File: src/meccf_regs.vh
`ifndef MECCF_REGS_VH
`define MECCF_REGS_VH

// ----------------------------------------------------------------------------
// Register indices; the bus byte address is four times the index.
// ----------------------------------------------------------------------------
`define MECCF_IDX_PCFG 16'ha00d
`define MECCF_IDX_PADL 16'ha00e
`define MECCF_IDX_PADH 16'ha00f
`define MECCF_IDX_DCFG 16'ha02d
`define MECCF_IDX_DADL 16'ha02e
`define MECCF_IDX_DADH 16'ha02f
`define MECCF_IDX_RCTL 16'ha030

// ----------------------------------------------------------------------------
// Configuration register fields.
// ----------------------------------------------------------------------------
`define MECCF_B_EN 7
`define MECCF_B_UIE 5
`define MECCF_B_CIE 4
`define MECCF_B_UF 1
`define MECCF_B_CF 0
`define MECCF_B_RSTEN 0
`define MECCF_CFG_WMASK 8'hb0
`define MECCF_FLAG_MASK 8'h03
`define MECCF_PADH_RMASK 8'h3f

// ----------------------------------------------------------------------------
// Reset values.
// ----------------------------------------------------------------------------
`define MECCF_CFG_RST 8'h80
`define MECCF_FADDR_RST 16'h8000

`endif

File: src/meccf_byte_codec.v
`timescale 1ns/1ps

module meccf_byte_codec
(
  input wire [7:0] wrData,
  output wire [12:0] wrCode,
  input wire [12:0] rdCode,
  output reg [7:0] rdData,
  output wire rdCorr,
  output wire rdUncorr
);

  // --------------------------------------------------------------------------
  // Hamming check bits over positions 3,5,6,7,9,10,11,12.
  // --------------------------------------------------------------------------
  function [3:0] hamP;
    input [7:0] d;
    begin
      hamP = {d[4] ^ d[5] ^ d[6] ^ d[7],
              d[1] ^ d[2] ^ d[3] ^ d[7],
              d[0] ^ d[2] ^ d[3] ^ d[5] ^ d[6],
              d[0] ^ d[1] ^ d[3] ^ d[4] ^ d[6]};
    end
  endfunction

  wire [3:0] wrHam;
  wire [3:0] syn;
  wire par;
  reg [7:0] fix;

  assign wrHam = hamP(wrData);
  assign wrCode = {^{wrData, wrHam}, wrHam, wrData};
  assign syn = hamP(rdCode[7:0]) ^ rdCode[11:8];
  assign par = ^rdCode;
  // Syndromes above 12 point outside the word, so they cannot be single errors.
  assign rdCorr = par && (syn <= 4'hc);
  assign rdUncorr = (!par && (syn != 4'h0)) || (par && (syn > 4'hc));

  always @*
  begin
    fix = 8'h00;
    case (syn)
      4'h3: fix[0] = 1'b1;
      4'h5: fix[1] = 1'b1;
      4'h6: fix[2] = 1'b1;
      4'h7: fix[3] = 1'b1;
      4'h9: fix[4] = 1'b1;
      4'ha: fix[5] = 1'b1;
      4'hb: fix[6] = 1'b1;
      4'hc: fix[7] = 1'b1;
      default: fix = 8'h00;
    endcase
    rdData = rdCode[7:0] ^ (rdCorr ? fix : 8'h00);
  end

endmodule

File: src/meccf_nib_codec.v
`timescale 1ns/1ps

module meccf_nib_codec
(
  input wire [7:0] code,
  output reg [3:0] data,
  output wire corr,
  output wire uncorr
);

  // --------------------------------------------------------------------------
  // Check nibble: bits 2..0 Hamming, bit 3 overall parity.
  // --------------------------------------------------------------------------
  wire [2:0] ham;
  wire [2:0] syn;
  wire par;
  reg [3:0] fix;

  assign ham = {code[1] ^ code[2] ^ code[3],
                code[0] ^ code[2] ^ code[3],
                code[0] ^ code[1] ^ code[3]};
  assign syn = ham ^ code[6:4];
  assign par = ^code;
  assign corr = par;
  assign uncorr = !par && (syn != 3'h0);

  always @*
  begin
    fix = 4'h0;
    case (syn)
      3'h3: fix[0] = 1'b1;
      3'h5: fix[1] = 1'b1;
      3'h6: fix[2] = 1'b1;
      3'h7: fix[3] = 1'b1;
      default: fix = 4'h0;
    endcase
    data = code[3:0] ^ (corr ? fix : 4'h0);
  end

endmodule

File: src/meccf_top.v
`timescale 1ns/1ps
`include "meccf_regs.vh"

// Summary of operation
// - Data bytes stored with five check bits, 2048 x 13; encode on write, check on read.
// - Each data byte: single-bit errors corrected, double-bit errors detected.
// - Uncorrectable data error captures the address and raises an interrupt request.
// - Corrected data value returned to CPU; hardware does not rewrite memory.
// - Data config resets to 0x80: enable, two interrupt enables, two flags.
// - Data flags set on read errors while enable is set, regardless of interrupt enables, held until cleared.
// - Data interrupt enables gate the matching data error requests.
// - Data fault address holds the first error while its flag stays set.
// - Flash word: low byte instruction, high byte its check code.
// - Check bits 15:12 protect bits 7:4, bits 11:8 protect bits 3:0.
// - Each nibble independently corrects one bit and detects two.
// - Fetch checking is concurrent; corrected byte delivered, optional interrupt.
// - Uncorrectable fetch error raises interrupt or requests reset per configuration.
// - Any fetch error latches the fetch address into program fault address.
// - Program fault address holds the most recent fetch error; a PADH write replaces its high byte unless a fetch error lands in the same cycle.
// - Program fault address bits 15:14 always read zero.
// - Uncorrectable program flag set regardless of enable, held until cleared.
// - Correctable program flag set regardless of enable, held until cleared.
// - Program config resets to 0x80, flash-controller read correction on.
// - Program interrupt enables gate the matching program error requests.
// - Reset-enable bit, default zero, makes uncorrectable fetch errors request reset.
// - Correction off: flash-controller reads return raw flash contents.
module meccf_top
(
  input wire clk_sys,
  input wire rst_n,
  input wire hsel,
  input wire [31:0] haddr,
  input wire [1:0] htrans,
  input wire hwrite,
  input wire [2:0] hsize,
  input wire [31:0] hwdata,
  input wire hready,
  output wire hreadyout,
  output wire [31:0] hrdata,
  output wire hresp,
  input wire protWriteUnlock,
  input wire cpuDataRd,
  input wire cpuDataWr,
  input wire [15:0] cpuDataAddr,
  input wire [7:0] cpuDataWdata,
  output wire [7:0] cpuDataRdata,
  output wire cpuDataRvalid,
  output wire [10:0] sramAddr,
  output wire sramRd,
  output wire sramWr,
  output wire [12:0] sramWdata,
  input wire [12:0] sramRdata,
  input wire fetchReq,
  input wire [15:0] fetchAddr,
  output wire [7:0] fetchData,
  output wire fetchValid,
  input wire fcReadReq,
  input wire [15:0] fcReadAddr,
  output wire fcReadReady,
  output wire [15:0] fcReadData,
  output wire fcReadValid,
  output wire fcReadFail,
  output wire [15:0] flashAddr,
  output wire flashRd,
  input wire [15:0] flashRdata,
  output wire dataUncorrIrq,
  output wire dataCorrIrq,
  output wire progUncorrIrq,
  output wire progCorrIrq,
  output wire fetchErrReset
);

  // --------------------------------------------------------------------------
  // Register select codes.
  // --------------------------------------------------------------------------
  localparam SEL_NONE = 3'd0;
  localparam SEL_PCFG = 3'd1;
  localparam SEL_PADL = 3'd2;
  localparam SEL_PADH = 3'd3;
  localparam SEL_DCFG = 3'd4;
  localparam SEL_DADL = 3'd5;
  localparam SEL_DADH = 3'd6;
  localparam SEL_RCTL = 3'd7;

  function [2:0] regSel;
    input [31:0] a;
    begin
      if ((a[1:0] != 2'b00) || (a[31:18] != 14'h0000))
        regSel = SEL_NONE;
      else
      begin
        case (a[17:2])
          `MECCF_IDX_PCFG: regSel = SEL_PCFG;
          `MECCF_IDX_PADL: regSel = SEL_PADL;
          `MECCF_IDX_PADH: regSel = SEL_PADH;
          `MECCF_IDX_DCFG: regSel = SEL_DCFG;
          `MECCF_IDX_DADL: regSel = SEL_DADL;
          `MECCF_IDX_DADH: regSel = SEL_DADH;
          `MECCF_IDX_RCTL: regSel = SEL_RCTL;
          default: regSel = SEL_NONE;
        endcase
      end
    end
  endfunction

  // Flags keep a 1 written back, drop on a written 0, and hardware sets win.
  function [7:0] cfgNext;
    input [7:0] cfg;
    input [7:0] wdata;
    input wen;
    input uEv;
    input cEv;
    reg [7:0] base;
    begin
      base = cfg;
      if (wen)
        base = (wdata & `MECCF_CFG_WMASK) | (cfg & wdata & `MECCF_FLAG_MASK);
      cfgNext = base;
      cfgNext[`MECCF_B_UF] = base[`MECCF_B_UF] | uEv;
      cfgNext[`MECCF_B_CF] = base[`MECCF_B_CF] | cEv;
    end
  endfunction

  // --------------------------------------------------------------------------
  // Bus slave.
  // --------------------------------------------------------------------------
  reg wrPendReg;
  reg [2:0] wrSelReg;
  reg rdPendReg;
  reg [2:0] rdSelReg;
  reg [31:0] hrdataReg;
  reg [7:0] rdMux;
  wire accept;
  wire wrCommit;

  reg [7:0] progCfgReg;
  reg [7:0] progCfgNext;
  reg [15:0] progFaultAddrReg;
  reg [7:0] dataCfgReg;
  reg [7:0] dataCfgNext;
  reg [15:0] dataFaultAddrReg;
  reg fetchErrResetEnReg;

  // Reads take one wait state so a write just before them is always seen.
  assign accept = hsel && htrans[1] && hready;
  assign wrCommit = wrPendReg;
  assign hreadyout = !rdPendReg;
  assign hrdata = hrdataReg;
  assign hresp = 1'b0;

  always @(posedge clk_sys or negedge rst_n)
  begin
    if (!rst_n)
    begin
      wrPendReg <= 1'b0;
      wrSelReg <= SEL_NONE;
      rdPendReg <= 1'b0;
      rdSelReg <= SEL_NONE;
      hrdataReg <= 32'h0000_0000;
    end
    else
    begin
      wrPendReg <= accept && hwrite;
      rdPendReg <= accept && !hwrite;
      if (accept)
      begin
        wrSelReg <= regSel(haddr);
        rdSelReg <= regSel(haddr);
      end
      if (rdPendReg)
        hrdataReg <= {24'h00_0000, rdMux};
    end
  end

  always @*
  begin
    case (rdSelReg)
      SEL_PCFG: rdMux = progCfgReg;
      SEL_PADL: rdMux = progFaultAddrReg[7:0];
      SEL_PADH: rdMux = progFaultAddrReg[15:8] & `MECCF_PADH_RMASK;
      SEL_DCFG: rdMux = dataCfgReg;
      SEL_DADL: rdMux = dataFaultAddrReg[7:0];
      SEL_DADH: rdMux = dataFaultAddrReg[15:8];
      SEL_RCTL: rdMux = {7'h00, fetchErrResetEnReg};
      default: rdMux = 8'h00;
    endcase
  end

  // --------------------------------------------------------------------------
  // Data memory path.
  // --------------------------------------------------------------------------
  reg [10:0] sramAddrReg;
  reg sramRdReg;
  reg sramWrReg;
  reg [12:0] sramWdataReg;
  reg [15:0] dAddr1Reg;
  reg [15:0] dAddr2Reg;
  reg dRd2Reg;
  reg [7:0] cpuDataRdataReg;
  reg cpuDataRvalidReg;
  wire [12:0] dEncoded;
  wire [7:0] dCorrected;
  wire dCorr;
  wire dUncorr;
  wire dataEn;
  wire dCorrEv;
  wire dUncorrEv;

  assign dataEn = dataCfgReg[`MECCF_B_EN];
  assign sramAddr = sramAddrReg;
  assign sramRd = sramRdReg;
  assign sramWr = sramWrReg;
  assign sramWdata = sramWdataReg;
  assign cpuDataRdata = cpuDataRdataReg;
  assign cpuDataRvalid = cpuDataRvalidReg;

  meccf_byte_codec u_byte
  (
    .wrData(cpuDataWdata),
    .wrCode(dEncoded),
    .rdCode(sramRdata),
    .rdData(dCorrected),
    .rdCorr(dCorr),
    .rdUncorr(dUncorr)
  );

  assign dCorrEv = dRd2Reg && dataEn && dCorr;
  assign dUncorrEv = dRd2Reg && dataEn && dUncorr;

  always @(posedge clk_sys or negedge rst_n)
  begin
    if (!rst_n)
    begin
      sramAddrReg <= 11'h000;
      sramRdReg <= 1'b0;
      sramWrReg <= 1'b0;
      sramWdataReg <= 13'h0000;
      dAddr1Reg <= 16'h0000;
      dAddr2Reg <= 16'h0000;
      dRd2Reg <= 1'b0;
      cpuDataRdataReg <= 8'h00;
      cpuDataRvalidReg <= 1'b0;
    end
    else
    begin
      // A write takes priority when both strobes arrive together.
      sramWrReg <= cpuDataWr;
      sramRdReg <= cpuDataRd && !cpuDataWr;
      if (cpuDataWr || cpuDataRd)
      begin
        sramAddrReg <= cpuDataAddr[10:0];
        dAddr1Reg <= cpuDataAddr;
      end
      if (cpuDataWr)
        sramWdataReg <= dataEn ? dEncoded : {5'h00, cpuDataWdata};
      dRd2Reg <= sramRdReg;
      dAddr2Reg <= dAddr1Reg;
      cpuDataRvalidReg <= dRd2Reg;
      if (dRd2Reg)
        cpuDataRdataReg <= dataEn ? dCorrected : sramRdata[7:0];
    end
  end

  // --------------------------------------------------------------------------
  // Program flash path.
  // --------------------------------------------------------------------------
  reg [15:0] flashAddrReg;
  reg flashRdReg;
  reg fSrcFetch1Reg;
  reg fSrcFetch2Reg;
  reg [15:0] fAddr1Reg;
  reg [15:0] fAddr2Reg;
  reg fValid2Reg;
  reg [7:0] fetchDataReg;
  reg fetchValidReg;
  reg [15:0] fcReadDataReg;
  reg fcReadValidReg;
  reg fcReadFailReg;
  reg fetchErrResetReg;
  wire [3:0] pLoNib;
  wire [3:0] pHiNib;
  wire pLoCorr;
  wire pLoUncorr;
  wire pHiCorr;
  wire pHiUncorr;
  wire pUncorr;
  wire pCorr;
  wire pCorrEv;
  wire pUncorrEv;
  wire pFetchErr;

  assign flashAddr = flashAddrReg;
  assign flashRd = flashRdReg;
  assign fetchData = fetchDataReg;
  assign fetchValid = fetchValidReg;
  assign fcReadReady = !fetchReq;
  assign fcReadData = fcReadDataReg;
  assign fcReadValid = fcReadValidReg;
  assign fcReadFail = fcReadFailReg;
  assign fetchErrReset = fetchErrResetReg;

  meccf_nib_codec u_nib_lo
  (
    .code({flashRdata[11:8], flashRdata[3:0]}),
    .data(pLoNib),
    .corr(pLoCorr),
    .uncorr(pLoUncorr)
  );

  meccf_nib_codec u_nib_hi
  (
    .code({flashRdata[15:12], flashRdata[7:4]}),
    .data(pHiNib),
    .corr(pHiCorr),
    .uncorr(pHiUncorr)
  );

  // One nibble may be corrected while the other fails; the byte then fails.
  assign pUncorr = pLoUncorr || pHiUncorr;
  assign pCorr = (pLoCorr || pHiCorr) && !pUncorr;
  assign pCorrEv = fValid2Reg && pCorr;
  assign pUncorrEv = fValid2Reg && pUncorr;
  assign pFetchErr = fValid2Reg && fSrcFetch2Reg && (pCorr || pUncorr);

  always @(posedge clk_sys or negedge rst_n)
  begin
    if (!rst_n)
    begin
      flashAddrReg <= 16'h0000;
      flashRdReg <= 1'b0;
      fSrcFetch1Reg <= 1'b0;
      fSrcFetch2Reg <= 1'b0;
      fAddr1Reg <= 16'h0000;
      fAddr2Reg <= 16'h0000;
      fValid2Reg <= 1'b0;
      fetchDataReg <= 8'h00;
      fetchValidReg <= 1'b0;
      fcReadDataReg <= 16'h0000;
      fcReadValidReg <= 1'b0;
      fcReadFailReg <= 1'b0;
      fetchErrResetReg <= 1'b0;
    end
    else
    begin
      // Fetches always win the flash port; the controller waits on fcReadReady.
      flashRdReg <= fetchReq || fcReadReq;
      if (fetchReq || fcReadReq)
      begin
        flashAddrReg <= fetchReq ? fetchAddr : fcReadAddr;
        fAddr1Reg <= fetchReq ? fetchAddr : fcReadAddr;
        fSrcFetch1Reg <= fetchReq;
      end
      fValid2Reg <= flashRdReg;
      fSrcFetch2Reg <= fSrcFetch1Reg;
      fAddr2Reg <= fAddr1Reg;
      fetchValidReg <= fValid2Reg && fSrcFetch2Reg;
      fcReadValidReg <= fValid2Reg && !fSrcFetch2Reg;
      if (fValid2Reg && fSrcFetch2Reg)
        fetchDataReg <= {pHiNib, pLoNib};
      if (fValid2Reg && !fSrcFetch2Reg)
      begin
        if (progCfgReg[`MECCF_B_EN])
          fcReadDataReg <= {flashRdata[15:8], pHiNib, pLoNib};
        else
          fcReadDataReg <= flashRdata;
        fcReadFailReg <= pCorr || pUncorr;
      end
      else
        fcReadFailReg <= 1'b0;
      fetchErrResetReg <= pUncorrEv && fSrcFetch2Reg && fetchErrResetEnReg;
    end
  end

  // --------------------------------------------------------------------------
  // Configuration, flags and fault addresses.
  // --------------------------------------------------------------------------
  always @*
  begin
    progCfgNext = cfgNext(progCfgReg, hwdata[7:0],
                          wrCommit && (wrSelReg == SEL_PCFG) && protWriteUnlock,
                          pUncorrEv, pCorrEv);
    dataCfgNext = cfgNext(dataCfgReg, hwdata[7:0],
                          wrCommit && (wrSelReg == SEL_DCFG) && protWriteUnlock,
                          dUncorrEv, dCorrEv);
  end

  always @(posedge clk_sys or negedge rst_n)
  begin
    if (!rst_n)
    begin
      progCfgReg <= `MECCF_CFG_RST;
      dataCfgReg <= `MECCF_CFG_RST;
      progFaultAddrReg <= `MECCF_FADDR_RST;
      dataFaultAddrReg <= `MECCF_FADDR_RST;
      fetchErrResetEnReg <= 1'b0;
    end
    else
    begin
      progCfgReg <= progCfgNext;
      dataCfgReg <= dataCfgNext;
      if (wrCommit && (wrSelReg == SEL_RCTL) && protWriteUnlock)
        fetchErrResetEnReg <= hwdata[`MECCF_B_RSTEN];
      if (pFetchErr)
        progFaultAddrReg <= fAddr2Reg;
      else if (wrCommit && (wrSelReg == SEL_PADH))
        progFaultAddrReg[15:8] <= hwdata[7:0];
      // The first faulting address survives until software clears both flags.
      if ((dCorrEv || dUncorrEv) &&
          !dataCfgReg[`MECCF_B_UF] && !dataCfgReg[`MECCF_B_CF])
        dataFaultAddrReg <= dAddr2Reg;
    end
  end

  // --------------------------------------------------------------------------
  // Interrupt requests.
  // --------------------------------------------------------------------------
  assign dataUncorrIrq = dataCfgReg[`MECCF_B_UF] && dataCfgReg[`MECCF_B_UIE];
  assign dataCorrIrq = dataCfgReg[`MECCF_B_CF] && dataCfgReg[`MECCF_B_CIE];
  assign progUncorrIrq = progCfgReg[`MECCF_B_UF] && progCfgReg[`MECCF_B_UIE];
  assign progCorrIrq = progCfgReg[`MECCF_B_CF] && progCfgReg[`MECCF_B_CIE];

endmodule

File: config.mk
export PLATFORM = sky130hd
export DESIGN_NAME = meccf_top
export DESIGN_NICKNAME = d
export VERILOG_FILES = /design/src/meccf_byte_codec.v /design/src/meccf_nib_codec.v /design/src/meccf_top.v
export VERILOG_INCLUDE_DIRS = /design/src /design/src/src
export SDC_FILE = /design/constraint.sdc
export NUM_CORES = 1
export LEC_CHECK = 0
export BUFFER_PORTS_ARGS = -buffer_cell sky130_fd_sc_hd__clkbuf_2
export CORE_AREA = 2 2 134 136
export CTS_BUF_LIST = sky130_fd_sc_hd__clkbuf_4 sky130_fd_sc_hd__clkbuf_8
export DETAILED_ROUTE_END_ITERATION = 12
export DIE_AREA = 0 0 136 138
export PLACE_DENSITY_LB_ADDON = 0.2
export SLEW_MARGIN = 30
export SYNTH_ARGS = -nofsm -noshare
export SYNTH_HDL_FRONTEND = slang
export SYNTH_SLANG_ARGS = --single-unit
File: constraint.sdc
create_clock -name clk_sys -period 3.9 [get_ports clk_sys]
set_input_delay 0.585 -clock clk_sys [delete_from_list [all_inputs] [get_ports clk_sys]]
set_output_delay 0.585 -clock clk_sys [all_outputs]
set_load 0.01 [all_outputs]
After elaboration in Yosys (flattened, before gate mapping) --
Index checks and enable logic that the tools add are counted. W data, S select, Z words.
Operators by class: add/sub/neg operators 0, multiply operators 0, divide/modulo/power cells 0, $lt $le $gt $ge 2, equality and inequality tests 30, shift operators 0, muxes and demuxes 31, bitwise logic cells 54, reductions and logical operators 63
Operators by type and width (count):
- $eq A16 B16 Y1 const B | 7
- $pmux W8 S7 | 1
- $xor A1 B1 Y1 | 40
- $logic_and A1 B1 Y1 | 34
- $eq A3 B3 Y1 const B | 10
- $mux W8 | 3
- $pmux W3 S7 | 1
- $mux W1 | 17
- $eq A4 B4 Y1 const B | 4
- $mux W16 | 1
- $or A8 B2 Y8 | 2
- $reduce_xor A8 Y1 | 2
- $reduce_bool A14 Y1 | 1
- $mux W13 | 1
- $reduce_xor A13 Y1 | 1
- $eq A3 B2 Y1 const B | 4
- $eq A4 B3 Y1 const B | 3
- $mux W6 | 2
- $reduce_xor A12 Y1 | 1
- $xor A4 B4 Y4 | 3
- $logic_not A1 Y1 | 11
- $logic_or A1 B1 Y1 | 8
- $mux W4 | 2
- $xor A8 B8 Y8 | 1
- other kinds (12) | 20
Word-level totals: register bits after elaboration 190, latch bits 0, bits in writable memories 0, bits in read-only memories 0, input port bits 164, output and inout bits 119, word-level logic and storage cells 213, memories kept 0

Logic depth before layout (Yosys ltp) --
Gate-level depths: netlist (run 1).
word-level depth 12, gate-level depth with buffers 8

Modules after synthesis --
From an unflattened synthesis (run 1), not the netlist that was laid out.
Unflattened totals: cell total of the unflattened synthesis 785, area, all modules 8775.9 um^2
Modules (own cells, without submodules):
- meccf_top | times used 1, cells an instance 597, area each 7235.7 um^2
- meccf_nib_codec | times used 2, cells an instance 52, area each 427.9 um^2
- meccf_byte_codec | times used 1, cells an instance 84, area each 684.4 um^2

Worst setup path before layout (run 1) --
OpenSTA, ideal clock, no wires.
path type in2reg, start point input port flashRdata[9], end point register progFaultAddrReg[0], setup time 0.125 ns, arrival time 2.357 ns, required time 3.775 ns, setup slack 1.418 ns, stages on the path 6, path buffers 1, cells stage by stage xnor3_1 xor2_1 nand4b_1 o21ai_2 buf_4 mux2_2
On the way: word-level cells in the longest chain between the ends 8
Ends and longest elaborated chain:
- start, declared | RTL line meccf_top.v:65 | input wire [15:0] flashRdata,
- $reduce_xor A8 Y1 / $xor A3 B3 Y3 (equally long branches) | RTL line meccf_nib_codec.v:23, meccf_nib_codec.v:22
- $logic_not A1 Y1 / $reduce_bool A3 Y1 (equally long branches) | RTL line meccf_nib_codec.v:25 | assign uncorr = !par && (syn != 3'h0);
- $logic_and A1 B1 Y1 | RTL line meccf_nib_codec.v:25
- $logic_or A1 B1 Y1 | RTL line meccf_top.v:319 | assign pUncorr = pLoUncorr || pHiUncorr;
- $logic_not A1 Y1 | RTL line meccf_top.v:320 | assign pCorr = (pLoCorr || pHiCorr) && !pUncorr;
- $logic_and A1 B1 Y1 | RTL line meccf_top.v:320
- $logic_or A1 B1 Y1 * | RTL line meccf_top.v:323 | assign pFetchErr = fValid2Reg && fSrcFetch2Reg && (pCorr || pUncorr);
- $logic_and A1 B1 Y1 * | RTL line meccf_top.v:323
- end signal, assigned | RTL line meccf_top.v:393 | progFaultAddrReg <= `MECCF_FADDR_RST;
- end signal, assigned | RTL line meccf_top.v:404 | progFaultAddrReg <= fAddr2Reg;
- end, declared | RTL line meccf_top.v:138 | reg [15:0] progFaultAddrReg;
Every way passes the cells marked *; elsewhere a longest branch is shown, timed or not. A chain may end at the register's enable or synchronous reset.

Worst setup path in the final report (run 1) --
start point input port flashRdata[13], end point register progFaultAddrReg[1]
The elaborated chain is that of the path after synthesis.

==> results of run 1 <==
==> worst paths after layout <==
kind | start | endpoint | slack, ns | cells past startpoint
max in group asynchronous | rst_n | sramWdata[6] | 2.83 | 2
max reg2reg | rdSelReg[2] | cfgNext.cfg[4] | 1.45 | 3
max | flashRdata[13] | progFaultAddrReg[1] | 1.42 | 6
min reg2reg | flashRd | fValid2Reg | 0.38 | 0
min in group clk_sys | hwrite | rdPendReg | 0.29 | 2
min | rst_n | fcReadData[4] | 0.19 | 1
==> worst max-delay path: cells and delay by family <==
family	cells	cell delay, ns
multiplexers	1	0.41
XOR/XNOR	2	0.80
AO/OA/AOI/OAI	1	0.64
buffers and inverters	1	0.14
AND/OR/NAND/NOR	1	0.25
==> sequential cells by signal, indices dropped and copies added (netlist names), 10 cells and up <==
name              count
sramWdata            13
dataFaultAddrReg     16
sramAddr             10
fAddr2Reg            14
fAddr1Reg            16
dAddr2Reg            16
progFaultAddrReg     14
fcReadData           16
==> logic make-up (layout without fill, tap and decap cells) <==
kind of cell,count (synthesis),after routing,share of synthesized area
AOI/OAI and AO/OA,111,111,0.0825
xor gates and xnor gates,80,80,0.0974
buffers and inverters,85,280,0.0577
DFF,173,173,0.510
muxes,116,116,0.154
other,1,25,0.000441
and+or+nand+nor,173,173,0.0978
==> power by group through the flow <==
stage / Combinational (mW) / Sequential (mW) / Clock (mW)
detailed placement: 0.790 / 2.09 / 0
global placement: 0.780 / 2.08 / 0
global route: 0.873 / 2.07 / 1.39
finish: 0.787 / 2.05 / 1.27
floorplan: 0.488 / 2.10 / 0
CTS: 0.795 / 2.05 / 1.31
==> cell type report <==
cell class | count | area [um^2]
Fill cell | 1547 | 7490
Sequential cell | 173 | 4330
Multi-Input combinational cell | 505 | 3770
Timing Repair Buffer | 234 | 1210
Tap cell | 229 | 287
Clock buffer | 20 | 263
Clock inverter | 11 | 134
Inverter | 15 | 56.3
==> placed cells by master (no fill, tap or decap), types with 3 or more instances in the layout <==
cell,netlist,final
clkbuf_8,0,19
clkbuf_2,1,227
inv_1,13,13
xor2_1,28,28
mux2_4,10,10
nor4_1,6,6
nor3_1,9,9
mux2i_1,37,37
o211ai_1,3,3
o2111ai_1,4,4
nand4b_1,3,3
nor2b_1,8,8
a31oi_1,3,3
o21ai_0,46,46
inv_6,0,3
conb_1,1,25
nand4_1,3,3
o22ai_1,9,9
clkinv_4,0,3
mux2_2,65,65
mux2_1,3,3
buf_4,37,5
and2_1,9,9
dfstp_2,3,3
a221oi_1,4,4
nor2_1,28,28
o2bb2ai_1,6,6
nand2_1,72,72
nand3_1,16,16
nand2b_1,3,3
dfrtp_1,170,170
xnor3_1,4,4
a21oi_1,15,15
xnor2_1,42,42
==> per-layer routing <==
metal | vias to the layer above | GRT usage
li1 | 2927 | -
met1 | 2820 | 0.270
met2 | 210 | 0.321
met3 | 11 | 0.0477
met4 | 0 | 0.0532
met5 | - | 0
==> metrics by stage <==
stage	worst slack [ns]	cells	util
finish	1.42	1187	0.573
global route	1.29	1187	0.573
CTS	1.48	1187	0.573
detailed placement	0.991	1156	0.550
global placement	0.987	1156	0.550
floorplan	1.42	763	-
==> qor.csv, run 1 <==
stage,metric,value,unit
outcome,status,finished clean,
place,dpl_cell_area,9640,um^2
floorplan,core_area,17500,um^2
timing,worstMarginPinSlew,0.936,ns
worst_setup_path,crit_path_end_kind,flip-flop,
detailed_routing,dr_total_vias,5968,
clock_tree,cts_resized,0,
grt,grt_start_max_net_pins,96,
worst_setup_path,critPathKind,input pin to flip-flop,
place,dp_hpwl,13900,um
worst_setup_path,critPathMostFrequentCell,xnor2_1,
clock_tree,cts_tree,done,
timing,fin_skew,0.0138,ns
finish,drive_above_1_share,0.371,
clock_tree,cts_setup_buffers,0,
timing,worst_hold_slack,0.191,ns
detailed_routing,first_pass_iters,5,
place,gp_congestion,0.822,
detailed_routing,drtAntennaViolNets,0,
floorplan,dieHeight,138,um
worst_setup_path,critPathMaxStageDelay,0.64,ns
logic_synthesis,syn-mean-instance-area,11.5,um^2
logic_synthesis,netlist_area,8490,um^2
worst_setup_path,crit_fanout,14,
worst_setup_path,required,4.24,ns
detailed_routing,top_layer,met4,
grt,antenna_found_initial,0,
timing,slew_viol_final,0,
floorplan,die_w,136,um
worst_setup_path,startpoint_type,input pin,
power_and_ir_drop,p_leak,4.82,nW
floorplan,initial_core_util,0.484,
detailed_routing,wl_met2,8900,um
floorplan,dieArea,18800,um^2
timing,relSlewSlack,0.376,
logic_synthesis,synth-seq-cells,173,
min_path,hp-class,input pin to async pin,
floorplan,ios,283,
logic_synthesis,synthTopCellsByArea,"dfrtp_1, mux2_2, mux2i_1, xnor2_1, buf_4",
logic_synthesis,yosysMostFrequentCell,dfrtp_1,
logic_synthesis,synth_top_area_cell,dfrtp_1,
logic_synthesis,synth.top_cells.by_count,"dfrtp_1, nand2_1, mux2_2",
power_and_ir_drop,p_comb_frac,0.192,
detailed_routing,drt-total-wl,18300,um
timing,finalSetupTns,0,ns
logic_synthesis,synthCells,739,
detailed_routing,dr_wl_met3,1280,um
power_and_ir_drop,seqPwrFrac,0.500,
logic_synthesis,synthArstFlopShare,1.00,
clock_tree,cts_buffer_depth,2,
timing,rsz0062_at_grt,no,
clock_tree,hold_buffers,0,
clock_tree,cts_root_buf,clkbuf_8,
floorplan,row_count,49,
power_and_ir_drop,p_per_area,409,nW/um^2
logic_synthesis,synth-edff-count,0,
run,drv_cap,0,
finish,syn2layout_area_growth,18.3,%
clock_tree,numClockSinks,173,
power_and_ir_drop,switching_share,0.288,
logic_synthesis,yosysSeqAreaShare,0.510,
power_and_ir_drop,totalPowerFinal,4.10,mW
detailed_routing,drt_iter0_drc,332,
detailed_routing,m1WireLength,7980,um
logic_synthesis,yosysWarnings,0,
timing,fin_crit_sh,0.636,
clock_tree,numCtsBuffers,17,
grt,grt.overflow.total,0,
timing,finalCriticalPeriod,2.48,ns
detailed_routing,drc,0,
worst_setup_path,path_cells,clkbuf_2 > xnor2_1 > xnor2_1 > nand4b_1 > o21ai_2 > mux2_2,
power_and_ir_drop,ir_worst_vdd,0.206,mV
logic_synthesis,yosysUniqueCellTypes,70,
grt,grt_pass1_vias,5682,
power_and_ir_drop,intPower,2.92,mW
clock_tree,clk_latency,0.45,ns
finish,design_area,10000,um^2
grt,grt_pass1_wl,29200,um
detailed_routing,wl_per_cell,15.4,um
worst_setup_path,critical_path_arrival,2.82,ns
detailed_routing,viasPerCell,5.03,
finish,antenna_cells,0,
timing,finalSetupViolCount,0,
worst_setup_path,crit_slowest_cell,o21ai_2,
clock_tree,path_clk_slew,0.09,ns
place,io_buffers,228,
clock_tree,htreeDepth,4,
grt,grtUsageTotal,0.199,
power_and_ir_drop,p_sw,1.18,mW
timing,fmax,0.403,GHz
power_and_ir_drop,clkPwrFrac,0.309,
timing,hold_viol,0,
logic_synthesis,ys.flop_type,dfrtp_1,
logic_synthesis,synth_top_area_share,0.501,
finish,nets,1110,
Note: power is estimated with default switching activity, not from simulation.
==> run 2: changes to the inputs <==
==> constraint.sdc (replaced) <==
create_clock -name clk_sys -period 2.6 [get_ports clk_sys]
set_input_delay 0.39 -clock clk_sys [delete_from_list [all_inputs] [get_ports clk_sys]]
set_output_delay 0.39 -clock clk_sys [all_outputs]
set_load 0.01 [all_outputs]
==> qor.csv, run 2 (synthesis gave the netlist of run 1 again) <==
stage,metric,value,unit,change
detailed_routing,viasPerCell,5.07,,+0.87%
clock_tree,cts_buffer_depth,2,,unchanged
grt,grt_pass1_wl,30100,um,+2.9%
worst_setup_path,critical_path_arrival,2.37,ns,-0.45 ns
finish,final_common_cell,clkbuf_2,,
floorplan,dieArea,18800,um^2,unchanged
timing,fin_crit_sh,0.770,,
timing,finalCriticalPeriod,2.00,ns,
detailed_routing,first_pass_iters,4,,-1
worst_setup_path,critPathMaxStageDelay,0.73,ns,+0.09 ns
finish,antenna_cells,0,,unchanged
clock_tree,cts_root_buf,clkbuf_8,,
finish,nets,1126,,+1.4%
worst_setup_path,crit_fanout,15,,+1
finish,syn2layout_area_growth,19.5,%,
grt,grt_start_max_net_pins,57,,-41%
grt,grt.overflow.total,0,,unchanged
outcome,status,finished clean,,
worst_setup_path,cp_num_buf_inv,1,,unchanged
power_and_ir_drop,ir_worst_vdd,0.347,mV,+68%
floorplan,die_w,136,um,unchanged
worst_setup_path,required,2.96,ns,-1.28 ns
worst_setup_path,crit_path_end_kind,flip-flop,,
power_and_ir_drop,p_per_area,593,nW/um^2,+45%
clock_tree,path_clk_slew,0.09,ns,about the same
min_path,hp-class,input pin to flip-flop,,
detailed_routing,drtAntennaViolNets,0,,unchanged
timing,finalSetupViolCount,0,,unchanged
clock_tree,numCtsBuffers,17,,unchanged
finish,stdcell_count,1204,,+1.4%
worst_setup_path,cp_top_family,flip-flops,,
run,drv_cap,0,,unchanged
timing,relSlewSlack,0.600,,+0.224
worst_setup_path,crit_slowest_cell,dfrtp_1,,
timing,rsz0062_at_grt,no,,
clock_tree,cts_tree,done,,
grt,grtUsageTotal,0.205,,+0.00615
grt,grt_pass1_vias,6022,,+6.0%
place,dpl_cell_area,9780,um^2,+1.4%
detailed_routing,drt-total-wl,18600,um,+1.4%
floorplan,row_count,49,,unchanged
worst_setup_path,path_cells,buf_4 > mux2_2 > a221oi_1 > a211oi_1 > a21o_1,,
timing,finalSetupTns,0,ns,unchanged
timing,fmax,0.500,GHz,
power_and_ir_drop,totalPowerFinal,6.02,mW,+47%
finish,final_cell_mix,"clkbuf_2, dfrtp_1, nand2_1, mux2_2, o21ai_0",,
place,dp_cells,1171,,+1.3%
timing,hold_viol,0,,unchanged
clock_tree,cts_resized,0,,unchanged
finish,design_area,10200,um^2,+1.1%
floorplan,initial_core_util,0.484,,unchanged
timing,worstMarginPinSlew,0.600,ns,-0.336 ns
detailed_routing,drt_iter0_drc,261,,-21%
timing,slew_viol_final,0,,unchanged
clock_tree,clk_latency,0.46,ns,about the same
worst_setup_path,critPathKind,flip-flop to flip-flop,,
clock_tree,htreeDepth,4,,unchanged
floorplan,core_area,17500,um^2,unchanged
detailed_routing,wl_per_cell,15.4,um,about the same
place,gp_congestion,0.838,,+1.9%
clock_tree,numClockSinks,173,,unchanged
worst_setup_path,startpoint_type,flip-flop,,
finish,drive_above_1_share,0.379,,+0.00892
place,dp_hpwl,14200,um,+2.8%
timing,fin_skew,0.0114,ns,-0.00240 ns
detailed_routing,drc,0,,unchanged
floorplan,ios,283,,unchanged
floorplan,dieHeight,138,um,unchanged
clock_tree,cts_setup_buffers,0,,unchanged
power_and_ir_drop,p_leak,4.90,nW,+1.7%
detailed_routing,dr_total_vias,6106,,+2.3%
grt,antenna_found_initial,0,,unchanged
place,io_buffers,228,,unchanged
clock_tree,hold_buffers,1,,+1
finish,finalCoreUtilization,0.579,,+0.00606
[run 2: cell count changes in the layout (fill, tap and decap cells not counted), moves of 2 or more]
| cell | delta |
|---|---|
| clkbuf_8 | +2 |
| bufinv_16 | -2 |
| buf_4 | +13 |
| clkbuf_4 | -2 |
| buf_12 | +2 |
| clkinv_2 | +3 |
[run 2: report_power, final]
| part | switching (mW) | total (mW) | internal (mW) |
|---|---|---|---|
| clock network | 0.993 | 1.74 | 0.743 |
| logic | 0.649 | 1.22 | 0.566 |
| registers | 0.139 | 3.07 | 2.93 |
| total | 1.78 | 6.02 | 4.24 |
[run 2: path summary, 6_finish.rpt]
kind	slack (ns)	depth (start not counted)	to	from
worst max register to register	0.60	5	hrdata[4]	rdSelReg[1]
worst min register to register	0.37	0	fSrcFetch2Reg	fSrcFetch1Reg
min in group asynchronous	0.43	2	fcReadData[12]	rst_n
max in group asynchronous	1.44	3	progCfgReg[5]	rst_n
worst max-delay path	0.60	5	hrdata[4]	rdSelReg[1]
worst min-delay path	0.09	2	rdPendReg	hwrite
[run 2: routing by layer]
layer,GRT usage,vias to the layer above,wire length (um)
met4,0.0685,0,325
met5,0,-,0
met2,0.336,208,9010
li1,-,2959,-
met3,0.0535,26,1150
met1,0.265,2913,8080
[run 2: area by class of cell]
class	count	area, um^2
multi-input combinational	505	3760
clock inverter	12	85.1
timing repair buffer	250	1360
inverter	15	56.3
sequential	173	4330
clock buffer	20	275
tap	229	287
fill	1551	7380
[run 2: metrics by stage]
step	hold slack, ns	worst slack (ns)
5_1_grt	0.0654	0.467
4_1_cts	0.0577	0.625
3_3_place_gp	0.356	0.217
3_5_place_dp	0.364	0.177
2_1_floorplan	0.0944	0.313
6_report	0.0868	0.598
